`src/rtl/sspc_consts.svh`:
```
// Offsets, field positions, reset values and timing counts of the serial port control
`ifndef SSPC_CONSTS_SVH
`define SSPC_CONSTS_SVH

// Register offsets
`define SSPC_OFF_CTRL 3'h0
`define SSPC_OFF_BUF 3'h1
`define SSPC_OFF_SADDR 3'h2
`define SSPC_OFF_AMASK 3'h3
`define SSPC_OFF_ISTAT 3'h4
`define SSPC_OFF_IMASK 3'h5

// Control register fields
`define SSPC_BIT_WRITE_COLLISION_FLAG 7
`define SSPC_BIT_OV 6
`define SSPC_BIT_EN 5
`define SSPC_BIT_CKP 4
`define SSPC_MODE_HI 3

// Interrupt status fields
`define SSPC_IRQ_DONE 0
`define SSPC_IRQ_WRITE_COLLISION_FLAG 1
`define SSPC_IRQ_OV 2
`define SSPC_IRQ_START 3
`define SSPC_IRQ_STOP 4
`define SSPC_IRQ_W 5

// Reset values
`define SSPC_RST_CTRL 8'h00
`define SSPC_RST_BYTE 8'h00
`define SSPC_RST_IMASK 5'h00

// Master clock dividers: terminal counts, one less than the half period in oscillator cycles
`define SSPC_HALF_DIV4 6'h01
`define SSPC_HALF_DIV16 6'h07
`define SSPC_HALF_DIV64 6'h1F

`endif

```
`src/rtl/sspc_pkg.sv`:
```
// Types of the serial port control
package sspc_pkg;

	typedef enum logic [3:0] {
		SSPC_SPI_M4 = 4'h0,
		SSPC_SPI_M16 = 4'h1,
		SSPC_SPI_M64 = 4'h2,
		SSPC_SPI_MTMR = 4'h3,
		SSPC_SPI_S_SS = 4'h4,
		SSPC_SPI_S_NOSS = 4'h5,
		SSPC_I2C_S7 = 4'h6,
		SSPC_I2C_S10 = 4'h7,
		SSPC_RSV8 = 4'h8,
		SSPC_MASK_LOAD = 4'h9,
		SSPC_RSVA = 4'hA,
		SSPC_I2C_FWM = 4'hB,
		SSPC_RSVC = 4'hC,
		SSPC_RSVD = 4'hD,
		SSPC_I2C_S7_SP = 4'hE,
		SSPC_I2C_S10_SP = 4'hF
	} sspc_mode_t;

	typedef enum logic [1:0] {
		SSPC_DIV4 = 2'h0,
		SSPC_DIV16 = 2'h1,
		SSPC_DIV64 = 2'h2,
		SSPC_DIVTMR = 2'h3
	} sspc_div_t;

endpackage : sspc_pkg

```
`src/rtl/sspc_clkdiv.sv`:
```
// Master serial clock divider
`timescale 1ns/1ps
`include "sspc_consts.svh"
module sspc_clkdiv (
	input wire logic clk_i,
	input wire logic rstn_i,
	input wire logic run_i,
	input wire sspc_pkg::sspc_div_t sel_i,
	input wire logic tmr_tick_i,
	input wire logic idle_high_i,
	output logic sck_o
);

	logic [5:0] cnt_r;
	logic [5:0] cnt_nxt;
	logic phase_r;
	logic phase_nxt;
	logic [5:0] half;
	logic hit;

	assign half = (sel_i == sspc_pkg::SSPC_DIV4) ? `SSPC_HALF_DIV4 :
		(sel_i == sspc_pkg::SSPC_DIV16) ? `SSPC_HALF_DIV16 : `SSPC_HALF_DIV64;
	// Timer source halves its output: one toggle per tick
	assign hit = (sel_i == sspc_pkg::SSPC_DIVTMR) ? tmr_tick_i : (cnt_r == half);
	assign cnt_nxt = (!run_i || hit) ? 6'h00 : cnt_r + 6'h01;
	assign phase_nxt = run_i ? (phase_r ^ hit) : 1'b0;
	// Idle level follows the polarity bit
	assign sck_o = phase_r ^ idle_high_i;

	always_ff @(posedge clk_i)
	begin
		if (!rstn_i)
		begin
			cnt_r <= 6'h00;
			phase_r <= 1'b0;
		end
		else
		begin
			cnt_r <= cnt_nxt;
			phase_r <= phase_nxt;
		end
	end

endmodule : sspc_clkdiv

```
`src/rtl/sspc_sticky.sv`:
```
// Sticky flag vector, set wins over clear
`timescale 1ns/1ps
module sspc_sticky #(
	parameter int W = 1
) (
	input wire logic clk_i,
	input wire logic rstn_i,
	input wire logic [W-1:0] set_i,
	input wire logic [W-1:0] clr_i,
	output logic [W-1:0] q_o
);

	logic [W-1:0] q_r;
	logic [W-1:0] q_nxt;

	// A set in the clearing cycle must not be lost
	assign q_nxt = set_i | (q_r & ~clr_i);
	assign q_o = q_r;

	always_ff @(posedge clk_i)
	begin
		if (!rstn_i)
			q_r <= '0;
		else
			q_r <= q_nxt;
	end

endmodule : sspc_sticky

```
`src/rtl/sspc_top.sv`:
```
// Control and status logic of the synchronous serial port
// Function
// [RULE_01] Buffer write while shifting sets collision flag
// [RULE_02] SPI unread byte: set overflow, drop byte
// [RULE_03] SPI overflow only as slave, never master
// [RULE_04] Transmit-only slave software still reads buffer
// [RULE_05] I2C unread byte sets overflow flag
// [RULE_06] Overflow stays until software clears it
// [RULE_07] Enable bit hands SPI pins to port
// [RULE_08] Software sets pin directions when enabled
// [RULE_09] SPI polarity bit picks clock idle level
// [RULE_10] I2C polarity bit releases or stretches clock
// [RULE_11] Mode 0000: SPI master, oscillator over four
// [RULE_12] Other master modes: /16, /64, timer/2
// [RULE_13] SPI slave modes: with or without select
// [RULE_14] Modes 0110/0111: I2C slave 7/10-bit
// [RULE_15] Mode 1001 redirects address writes to mask
// [RULE_16] Mode 1011: firmware I2C master, slave idle
// [RULE_17] Start/stop interrupt I2C slave modes
// [RULE_18] Reserved modes behave as port disabled
`timescale 1ns/1ps
`include "sspc_consts.svh"
module sspc_top (
	input wire logic clk_i,
	input wire logic rstn_i,
	input wire logic [2:0] addr_i,
	input wire logic [7:0] wdata_i,
	input wire logic wr_i,
	input wire logic rd_i,
	output logic [7:0] rdata_o,
	input wire logic shift_busy_i,
	input wire logic byte_done_i,
	input wire logic [7:0] rx_byte_i,
	input wire logic start_det_i,
	input wire logic stop_det_i,
	input wire logic tmr_tick_i,
	output logic tx_load_o,
	output logic [7:0] tx_data_o,
	output logic pins_to_port_o,
	output logic sck_o,
	output logic sck_oe_o,
	output logic scl_o,
	output logic scl_oe_o,
	output logic ss_used_o,
	output logic i2c_slave_en_o,
	output logic i2c_addr10_o,
	output logic fw_master_o,
	output logic [7:0] slave_addr_o,
	output logic [7:0] addr_mask_o,
	output logic irq_o
);

	////////////////////////////////////////////////////////////////////////////
	// Registers

	logic [5:0] ctrl_r;
	logic [7:0] buf_r;
	logic buf_full_r;
	logic [7:0] saddr_r;
	logic [7:0] amask_r;
	logic [4:0] imask_r;
	logic [7:0] rdata_r;
	logic tx_load_r;
	logic [7:0] tx_data_r;

	logic [5:0] ctrl_nxt;
	logic [7:0] buf_nxt;
	logic buf_full_nxt;
	logic [7:0] saddr_nxt;
	logic [7:0] amask_nxt;
	logic [4:0] imask_nxt;
	logic [7:0] rdata_nxt;

	////////////////////////////////////////////////////////////////////////////
	// Mode decode

	sspc_pkg::sspc_mode_t mode;
	logic en;
	logic clock_polarity_release_bit;
	logic is_master;
	logic is_spi_slave;
	logic is_i2c_slave;
	logic is_fwm;
	logic is_i2c;
	logic is_sp_irq;
	logic is_spi;
	logic legal;
	sspc_pkg::sspc_div_t div_sel;

	assign mode = sspc_pkg::sspc_mode_t'(ctrl_r[`SSPC_MODE_HI:0]);
	assign en = ctrl_r[`SSPC_BIT_EN];
	assign clock_polarity_release_bit = ctrl_r[`SSPC_BIT_CKP];
	// [RULE_11] Master mode codes
	assign is_master = (mode == sspc_pkg::SSPC_SPI_M4) || (mode == sspc_pkg::SSPC_SPI_M16) ||
		(mode == sspc_pkg::SSPC_SPI_M64) || (mode == sspc_pkg::SSPC_SPI_MTMR);
	// [RULE_13] Slave clock from pin
	assign is_spi_slave = (mode == sspc_pkg::SSPC_SPI_S_SS) || (mode == sspc_pkg::SSPC_SPI_S_NOSS);
	// [RULE_14] I2C slave addressing
	assign is_i2c_slave = (mode == sspc_pkg::SSPC_I2C_S7) || (mode == sspc_pkg::SSPC_I2C_S10) ||
		(mode == sspc_pkg::SSPC_I2C_S7_SP) || (mode == sspc_pkg::SSPC_I2C_S10_SP);
	// [RULE_16] Firmware master, slave logic idle
	assign is_fwm = (mode == sspc_pkg::SSPC_I2C_FWM);
	// [RULE_17] Start and stop events reported
	assign is_sp_irq = (mode == sspc_pkg::SSPC_I2C_S7_SP) || (mode == sspc_pkg::SSPC_I2C_S10_SP);
	assign is_i2c = is_i2c_slave || is_fwm || (mode == sspc_pkg::SSPC_MASK_LOAD);
	assign is_spi = is_master || is_spi_slave;
	// [RULE_18] Reserved codes keep port off
	assign legal = is_spi || is_i2c;
	// [RULE_12] Divider source select
	assign div_sel = sspc_pkg::sspc_div_t'(ctrl_r[1:0]);

	////////////////////////////////////////////////////////////////////////////
	// Bus decode

	logic wr_ctrl;
	logic wr_buf;
	logic wr_saddr;
	logic wr_amask;
	logic wr_imask;
	logic rd_buf;
	logic rd_istat;
	logic rd_ctrl;
	logic rd_saddr;
	logic rd_amask;
	logic rd_imask;
	logic redirect;

	// [RULE_15] Address location feeds the mask
	assign redirect = (mode == sspc_pkg::SSPC_MASK_LOAD);
	assign wr_ctrl = wr_i && (addr_i == `SSPC_OFF_CTRL);
	assign wr_buf = wr_i && (addr_i == `SSPC_OFF_BUF);
	assign wr_saddr = wr_i && (addr_i == `SSPC_OFF_SADDR) && !redirect;
	assign wr_amask = wr_i && (((addr_i == `SSPC_OFF_SADDR) && redirect) ||
		(addr_i == `SSPC_OFF_AMASK));
	assign wr_imask = wr_i && (addr_i == `SSPC_OFF_IMASK);
	assign rd_buf = rd_i && (addr_i == `SSPC_OFF_BUF);
	assign rd_istat = rd_i && (addr_i == `SSPC_OFF_ISTAT);
	assign rd_ctrl = rd_i && (addr_i == `SSPC_OFF_CTRL);
	assign rd_saddr = rd_i && (addr_i == `SSPC_OFF_SADDR);
	assign rd_amask = rd_i && (addr_i == `SSPC_OFF_AMASK);
	assign rd_imask = rd_i && (addr_i == `SSPC_OFF_IMASK);

	////////////////////////////////////////////////////////////////////////////
	// Collision and overflow

	logic active;
	logic collide;
	logic tx_ok;
	logic ov_cond;
	logic take_byte;
	logic write_collision_flag;
	logic ov;
	logic [1:0] flag_set;
	logic [1:0] flag_clr;
	logic [1:0] flag_q;

	assign active = en && legal;
	// [RULE_01] Write during shift collides
	assign collide = wr_buf && shift_busy_i;
	assign tx_ok = wr_buf && !shift_busy_i;
	// [RULE_03] Master cannot overrun, it starts each byte
	// [RULE_02] Slave overrun drops the new byte
	// [RULE_05] I2C overrun on unread byte
	assign ov_cond = active && byte_done_i && buf_full_r && !rd_buf && (is_spi_slave || is_i2c);
	assign take_byte = active && byte_done_i && !ov_cond;
	assign flag_set = {collide, ov_cond};
	// [RULE_06] Only a software write of zero clears
	assign flag_clr = {wr_ctrl && !wdata_i[`SSPC_BIT_WRITE_COLLISION_FLAG], wr_ctrl && !wdata_i[`SSPC_BIT_OV]};
	assign write_collision_flag = flag_q[1];
	assign ov = flag_q[0];

	sspc_sticky #(
		.W(2)
	) u_flags (
		.clk_i(clk_i),
		.rstn_i(rstn_i),
		.set_i(flag_set),
		.clr_i(flag_clr),
		.q_o(flag_q)
	);

	////////////////////////////////////////////////////////////////////////////
	// Interrupt status

	logic [4:0] ev;
	logic [4:0] istat;

	assign ev[`SSPC_IRQ_DONE] = take_byte;
	assign ev[`SSPC_IRQ_WRITE_COLLISION_FLAG] = collide;
	assign ev[`SSPC_IRQ_OV] = ov_cond;
	assign ev[`SSPC_IRQ_START] = active && is_sp_irq && start_det_i;
	assign ev[`SSPC_IRQ_STOP] = active && is_sp_irq && stop_det_i;

	// Read clears, but an event in that cycle survives
	sspc_sticky #(
		.W(`SSPC_IRQ_W)
	) u_istat (
		.clk_i(clk_i),
		.rstn_i(rstn_i),
		.set_i(ev),
		.clr_i({`SSPC_IRQ_W{rd_istat}}),
		.q_o(istat)
	);

	assign irq_o = |(istat & imask_r);

	////////////////////////////////////////////////////////////////////////////
	// Next state

	logic [7:0] ctrl_rd;

	assign ctrl_rd = {write_collision_flag, ov, ctrl_r};
	assign ctrl_nxt = wr_ctrl ? wdata_i[5:0] : ctrl_r;
	// Collided writes are dropped so the word in flight stays intact
	assign buf_nxt = take_byte ? rx_byte_i : (tx_ok ? wdata_i : buf_r);
	assign buf_full_nxt = take_byte || (buf_full_r && !rd_buf);
	assign saddr_nxt = wr_saddr ? wdata_i : saddr_r;
	assign amask_nxt = wr_amask ? wdata_i : amask_r;
	assign imask_nxt = wr_imask ? wdata_i[4:0] : imask_r;
	// Unmapped or idle reads return zero
	assign rdata_nxt = rd_ctrl ? ctrl_rd :
		rd_buf ? buf_r :
		rd_saddr ? saddr_r :
		rd_amask ? amask_r :
		rd_istat ? {3'h0, istat} :
		rd_imask ? {3'h0, imask_r} : 8'h00;

	// Software-visible settings; flag bits live in the sticky cells
	always_ff @(posedge clk_i)
	begin
		if (!rstn_i)
		begin
			ctrl_r <= 6'(`SSPC_RST_CTRL);
			saddr_r <= `SSPC_RST_BYTE;
			amask_r <= `SSPC_RST_BYTE;
			imask_r <= `SSPC_RST_IMASK;
		end
		else
		begin
			ctrl_r <= ctrl_nxt;
			saddr_r <= saddr_nxt;
			amask_r <= amask_nxt;
			imask_r <= imask_nxt;
		end
	end

	// Transfer buffer and its unread marker
	always_ff @(posedge clk_i)
	begin
		if (!rstn_i)
		begin
			buf_r <= `SSPC_RST_BYTE;
			buf_full_r <= 1'b0;
		end
		else
		begin
			buf_r <= buf_nxt;
			buf_full_r <= buf_full_nxt;
		end
	end

	// Registered outputs toward the bus and the shift engine
	always_ff @(posedge clk_i)
	begin
		if (!rstn_i)
		begin
			rdata_r <= 8'h00;
			tx_load_r <= 1'b0;
			tx_data_r <= 8'h00;
		end
		else
		begin
			rdata_r <= rdata_nxt;
			tx_load_r <= tx_ok && active;
			tx_data_r <= tx_ok ? wdata_i : tx_data_r;
		end
	end

	////////////////////////////////////////////////////////////////////////////
	// Pins

	logic mclk;

	// [RULE_09] Idle level from polarity bit
	sspc_clkdiv u_div (
		.clk_i(clk_i),
		.rstn_i(rstn_i),
		.run_i(active && is_master && shift_busy_i),
		.sel_i(div_sel),
		.tmr_tick_i(tmr_tick_i),
		.idle_high_i(clock_polarity_release_bit),
		.sck_o(mclk)
	);

	// [RULE_07] Enable hands pins to the port
	assign pins_to_port_o = active;
	assign sck_o = mclk;
	// Direction bits still rule the pad; this only asks to drive
	assign sck_oe_o = active && is_master;
	// [RULE_10] Clock bit low stretches the line
	assign scl_o = 1'b0;
	assign scl_oe_o = active && is_i2c_slave && !clock_polarity_release_bit;
	assign ss_used_o = active && (mode == sspc_pkg::SSPC_SPI_S_SS);
	assign i2c_slave_en_o = active && is_i2c_slave;
	assign i2c_addr10_o = (mode == sspc_pkg::SSPC_I2C_S10) || (mode == sspc_pkg::SSPC_I2C_S10_SP);
	assign fw_master_o = active && is_fwm;
	assign tx_load_o = tx_load_r;
	assign tx_data_o = tx_data_r;
	assign slave_addr_o = saddr_r;
	assign addr_mask_o = amask_r;
	assign rdata_o = rdata_r;

endmodule : sspc_top
```
`config.mk`:
```
export PLATFORM = sky130hd
export DESIGN_NAME = sspc_top
export DESIGN_NICKNAME = d
export VERILOG_FILES = /design/src/rtl/sspc_pkg.sv /design/src/rtl/sspc_clkdiv.sv /design/src/rtl/sspc_sticky.sv /design/src/rtl/sspc_top.sv
export VERILOG_INCLUDE_DIRS = /design/src /design/src/rtl
export SDC_FILE = /design/constraint.sdc
export NUM_CORES = 1
export LEC_CHECK = 0
export BUFFER_PORTS_ARGS = -buffer_cell sky130_fd_sc_hd__buf_4
export CORE_ASPECT_RATIO = 1.5
export CORE_MARGIN = 2
export CORE_UTILIZATION = 31
export CTS_BUF_LIST = sky130_fd_sc_hd__clkbuf_4 sky130_fd_sc_hd__clkbuf_8 sky130_fd_sc_hd__clkbuf_16
export DETAILED_ROUTE_END_ITERATION = 7
export SYNTH_ARGS = -nofsm -noshare
export SYNTH_HDL_FRONTEND = slang
export SYNTH_SLANG_ARGS = --single-unit
```
`constraint.sdc`:
```
create_clock -name clk_i -period 3.3 [get_ports clk_i]
set_clock_uncertainty 0.2 [all_clocks]
set_input_delay 0.165 -clock clk_i [delete_from_list [all_inputs] [get_ports clk_i]]
set_output_delay 0.165 -clock clk_i [all_outputs]
set_load 0.02 [all_outputs]
```
# Word level (Yosys, flattened, before mapping)
# Cells that the tools add are included.
[op_classes]
addsub = 1
eq_ne = 19
mux = 11
n_bitwise = 10
n_reduce_logical = 66
[ops]
columns = ["op", "n"]
rows = [
  ["two-way mux 8 bit", 6],
  ["logical AND 1 bit", 34],
  ["logical OR 1 bit", 17],
  ["== test 4 x 3 -> 1 bit, second input constant", 4],
  ["== test 4 bit, second input constant", 4],
  ["two-way mux 5 bit", 3],
  ["AND 5 bit", 2],
  ["== test 4 x 2 -> 1 bit, second input constant", 2],
  ["logical NOT 1 bit", 8],
  ["adder 6 x 1 -> 6 bit, second input constant", 1],
  ["== test 3 x 2 -> 1 bit, second input constant", 2],
  ["== test 3 bit, second input constant", 2],
  ["== test 6 bit", 1],
  ["two-way mux 6 bit", 1],
  ["NOT 5 bit", 1],
  ["OR 5 bit", 1],
  ["OR reduction 5 bit", 1],
  ["== test 4 x 1 -> 1 bit, second input constant", 1],
  ["logical NOT 4 bit", 1],
  ["== test 3 x 1 -> 1 bit, second input constant", 1],
  ["logical NOT 3 bit", 1],
  ["AND 2 bit", 1],
  ["== test 2 x 1 -> 1 bit, second input constant", 1],
  ["== test 2 bit, second input constant", 1],
  ["9 further kinds", 10],
]
[word_totals]
register_bits = 67

# Depth between registers and ports, before layout
[logic_depth]
ltp_word = 15
mapped_depth = 7

# By module
# A second synthesis with hierarchy kept.
[unflattened]
hier_cells = 348
area_unflattened_um2 = 3337.0
[modules_own_cells]
columns = ["mod", "n_inst", "cells_per_inst", "area_per_inst_um2", "seq_area_each_um2"]
rows = [
  ["sspc_top", 1, 291, 2697.6, 1061.0],
  ["sspc_clkdiv", 1, 36, 350.3, 140.1],
  ["sspc_sticky at u_istat", 1, 15, 206.4, 100.1],
  ["sspc_sticky at u_flags", 1, 6, 82.6, 40.0],
]

# Worst setup path after synthesis
# No wires, ideal clock.
[synth_timing]
path_type = "register to register"
start = "reg ctrl_r[0]"
end = "reg u_div.cnt_r[1]"
setup_ns = 0.115
arrival_time_ns = 1.288
t_required_ns = 2.985
path_slack_ns = 1.697
stages_incl_launch_ff = 6
path_buffers = 1
synth_period_minus_slack_ns = 1.603
path_cell_list = "dfxtp_1 buf_6 or4_1 nand3_1 a21oi_1 and3_1"
[synth_via]
elab_chain_cells = 13
elab_cells_between_ends = 36
cone_classes = "eq/ne (14); mux (3); reduce/logical (19)"
[synth_lines]
columns = ["item", "line_no", "source"]
rows = [
  ["start: declaration", "sspc_top.sv:56", "logic [5:0] ctrl_r;"],
  ["start signal: assignment", "sspc_top.sv:233", "ctrl_r <= 6'(`SSPC_RST_CTRL);"],
  ["start signal: assignment", "sspc_top.sv:240", "ctrl_r <= ctrl_nxt;"],
  ["== test 4 x 3 -> 1 bit", "sspc_top.sv:99", "assign is_i2c_slave = (mode == sspc_pkg::SSPC_I2C_S7) || (mode == sspc_pkg::SSPC_I2C_S10) ||"],
  ["logical OR 1 bit (2 in series)", "sspc_top.sv:99", ""],
  ["logical OR 1 bit", "sspc_top.sv:100", "(mode == sspc_pkg::SSPC_I2C_S7_SP) || (mode == sspc_pkg::SSPC_I2C_S10_SP);"],
  ["logical OR 1 bit (2 in series)", "sspc_top.sv:105", "assign is_i2c = is_i2c_slave || is_fwm || (mode == sspc_pkg::SSPC_MASK_LOAD);"],
  ["logical OR 1 bit", "sspc_top.sv:108", "assign legal = is_spi || is_i2c;"],
  ["logical AND 1 bit", "sspc_top.sv:157", "assign active = en && legal;"],
  ["logical AND 1 bit (2 in series)", "sspc_top.sv:288", ".run_i(active && is_master && shift_busy_i),"],
  ["logical NOT 1 bit", "sspc_clkdiv.sv:25", "assign cnt_nxt = (!run_i || hit) ? 6'h00 : cnt_r + 6'h01;"],
  ["logical OR 1 bit (*)", "sspc_clkdiv.sv:25", ""],
  ["OR reduction 2 bit (no source line) (*)", "n/a", ""],
  ["end signal: assignment", "sspc_clkdiv.sv:39", "cnt_r <= cnt_nxt;"],
  ["end: declaration", "sspc_clkdiv.sv:14", "logic [5:0] cnt_r;"],
]
# Every way passes the cells marked *; elsewhere a longest branch is shown, timed or not.
# A chain may end at the register's enable or synchronous reset.

# Worst setup path after layout
[layout_timing]
start = "reg ctrl_r[1]"
end = "reg amask_r[1] (netlist: addr_mask_o[1])"
[layout_via]
elab_chain_cells = 4
[layout_lines]
columns = ["item", "line_no", "source"]
rows = [
  ["== test 4 bit", "sspc_top.sv:129", "assign redirect = (mode == sspc_pkg::SSPC_MASK_LOAD);"],
  ["logical AND 1 bit", "sspc_top.sv:133", "assign wr_amask = wr_i && (((addr_i == `SSPC_OFF_SADDR) && redirect) ||"],
  ["logical OR 1 bit", "sspc_top.sv:133", ""],
  ["logical AND 1 bit", "sspc_top.sv:133", ""],
  ["end signal: assignment", "sspc_top.sv:235", "amask_r <= `SSPC_RST_BYTE;"],
  ["end signal: assignment", "sspc_top.sv:242", "amask_r <= amask_nxt;"],
  ["end: declaration", "sspc_top.sv:60", "logic [7:0] amask_r;"],
]
# Every way passes these cells.

==> impl_metrics.json <==
{
  "status": "finished clean",
  "cts_tree": "done",
  "grt_start_max_net_pins": 70,
  "coreArea_um2": 10100,
  "antenna_left": 0,
  "fin_ws_ns": 1.12,
  "worst_hold_path.endpoint": "buf_full_r",
  "period_share": 0.662,
  "start_kind": "flop",
  "ys_types": 46,
  "vias_per_cell": 5.09,
  "avgSynthCellArea_um2": 9.41,
  "hold_viol_final": 0,
  "syn-instance-count": 345,
  "dpl.hpwl_um": 6370,
  "worstPathMaxFanout": 15,
  "area_growth_syn_to_layout_pct": 32.3,
  "htreeDepth": 3,
  "cap_violations": 0,
  "ys_seq_area_frac": 0.413,
  "synthFlopType": "dfxtp_1",
  "port_buffers": 69,
  "syn_nets": 374,
  "cts_root_buf": "clkbuf_16",
  "cpPeakStageDelay_ns": 0.73,
  "crit_chain": "and4bb_4, o21bai_1, mux2i_1, nor2b_1",
  "fin_nets": 450,
  "clk_pin_slew_ns": 0.06,
  "drive_above_1_share": 0.235,
  "tns_ns": 0,
  "end_kind": "flop",
  "period_needed_ns": 2.18,
  "die_w_um": 87.5,
  "netlist_area_um2": 3250,
  "grt.total_usage": 0.164,
  "clockBufferDepth": 2,
  "io_pins": 71,
  "slew_violations": 0,
  "die_h_um": 129,
  "worstPathArrival_ns": 2.21,
  "power.total_uw": 2020,
  "first_iter_violations": 203,
  "grt_setup_unrepaired": "no",
  "max_slew_margin": 0.373,
  "yosysMostFrequentCell": "dfxtp_1",
  "synth_area_leaders": "dfxtp_1 (41%), mux2i_1 (11%), nor2b_1 (7.1%)",
  "wirelength_um": 8950,
  "grt_pass1_wl_um": 13700,
  "post-place-ws_ns": 1.15,
  "antenna_found_initial": 1,
  "critPathRequiredTime_ns": 3.33,
  "worst_slew_pin_slew_ns": 0.938,
  "initial_core_util": 0.320,
  "clock-sinks": 67,
  "powerDensity_nw_per_um2": 471,
  "rr_startpoint": "ctrl_r[1]",
  "grt_pass1_vias": 2623,
  "postPlaceCellArea_um2": 3790,
  "min-delay-start": "byte_done_i",
  "dieArea_um2": 11300,
  "crit_type": "flop to flop",
  "ys_warn_count": 0,
  "ff2ff_path_depth": 4,
  "synth_top_area_cell": "dfxtp_1",
  "async_reset_ff_frac": 0,
  "cp_top_family": "compound AO/OA/AOI/OAI gates",
  "synth_top_area_share": 0.413,
  "finish.instance_area_um2": 4290,
  "final-setup-viol-count": 0,
  "clock_latency_ns": 0.34,
  "vdd_ir_drop_max_mv": 0.292,
  "synth-seq-cells": 67,
  "path_buf_inv": 0,
  "dr.pass1.iters": 4,
  "timing.rr.end": "addr_mask_o[1]",
  "synth_edf_count": 0,
  "num_rows": 45,
  "routedWlPerCell_um": 16.5,
  "remaining_drc_errors": 0,
  "r2r_setup_slack_ns": 1.12,
  "overflow": 0,
  "hold_class": "input port to flop",
  "vias": 2759,
  "antennaDiodeCount": 0,
  "hold_depth": 4,
  "timing.fmax_mhz": 458,
  "place_congestion": 0.809,
  "leakagePower_uw": 0.00183,
  "critical_path.slowest_cell": "o21bai_1",
  "synth_common_cells": "dfxtp_1 (67), nor2b_1 (37), mux2i_1 (36), nand2_1 (36)",
  "numCtsBuffers": 9
}
-- layout by cell type (no fill, tap or decap), types with 4 or more instances in the layout --
cell type and instances:
nand3_1 11, and3_1 16, buf_4 70, nor2b_1 37, and2_1 6, nand2b_1 6, o21ai_0 16, a22oi_1 8
nand2_1 36, dfxtp_1 67, a21boi_1 8, clkbuf_16 9, mux2i_1 36, a21boi_0 12, inv_1 4, dlygate4sd3_1 19
nor2_1 10, mux2_2 7
-- metal layers --
layer	routed length (µm)	part of all wire	track usage	vias to the layer above
li1	-	-	-	1359
met1	3670	0.41	0.182	1290
met2	4400	0.49	0.275	87
met3	489	0.055	0.0427	21
met4	388	0.043	0.102	2
met5	7	0.00078	0	-
-- metrics by stage --
step	std cells	hold WS (ns)	utilization
2_1_floorplan	345	0.0999	-
3_3_place_gp	508	0.231	0.374
3_5_place_dp	508	0.233	0.374
4_1_cts	542	0.0760	0.424
5_1_grt	542	0.123	0.424
6_report	542	0.0883	0.424
-- worst max-delay path by stage --
stage	slack, ns	cells after the start	start	to
2_1_floorplan	1.70	5	ctrl_r[0]	u_div.cnt_r[1]
3_3_place_gp	1.18	4	ctrl_r[1]	addr_mask_o[4]
3_5_place_dp	1.15	4	ctrl_r[1]	addr_mask_o[6]
4_1_cts	1.14	4	ctrl_r[1]	addr_mask_o[3]
5_1_grt	1.00	4	ctrl_r[1]	buf_r[6]
6_report	1.12	4	ctrl_r[1]	addr_mask_o[1]
-- report_power, final --
part           switching, µW  internal (µW)  leakage (µW)
Clock                    346            674      0.000154
Combinational           85.9           82.0       0.00113
Sequential              11.3            822      0.000541
Total                    443           1580       0.00183
-- registers in the layout, indices dropped and copies added (netlist names) --
signal / flops
buf_full_r: 1
u_div.cnt_r: 6
buf_r: 8
imask_r: 5
rdata_o: 8
addr_mask_o: 8
ctrl_r: 6
u_div.phase_r: 1
u_istat.q_o: 5
tx_load_o: 1
slave_addr_o: 8
u_flags.q_o: 2
tx_data_o: 8
-- final cells by class --
type | instances | area (µm²)
Clock buffer | 10 | 239
Clock inverter | 5 | 77.6
Fill cell | 992 | 5840
Inverter | 4 | 15.0
Multi-Input combinational cell | 250 | 1760
Sequential cell | 67 | 1340
Tap cell | 117 | 146
Timing Repair Buffer | 89 | 716
-- kinds of logic after synthesis --
family,Yosys count,synth area share
multiplexers,46,0.156
AND/OR/NAND/NOR,134,0.230
adder cells (fa/ha/maj),1,0.00385
other,1,0.00116
AO/OA/AOI/OAI,63,0.135
buffers and inverters,28,0.0466
XOR/XNOR,5,0.0135
flip-flops,67,0.413
-- worst register-to-register path: cells and delay by family, from the launching register on --
family             cells  cell delay [ns]
AOI/OAI and AO/OA      1             0.73
and+or+nand+nor        2             0.33
muxes                  1             0.27
DFF                    1             0.54
-- timing repair --
action | 4_1_cts | 5_1_grt
setup buffers | 0 | 0
hold endpoints to repair | 37 | 0
hold buffers | 19 | 0
resized for setup | 0 | 0
(Power assumes the default switching activity.)
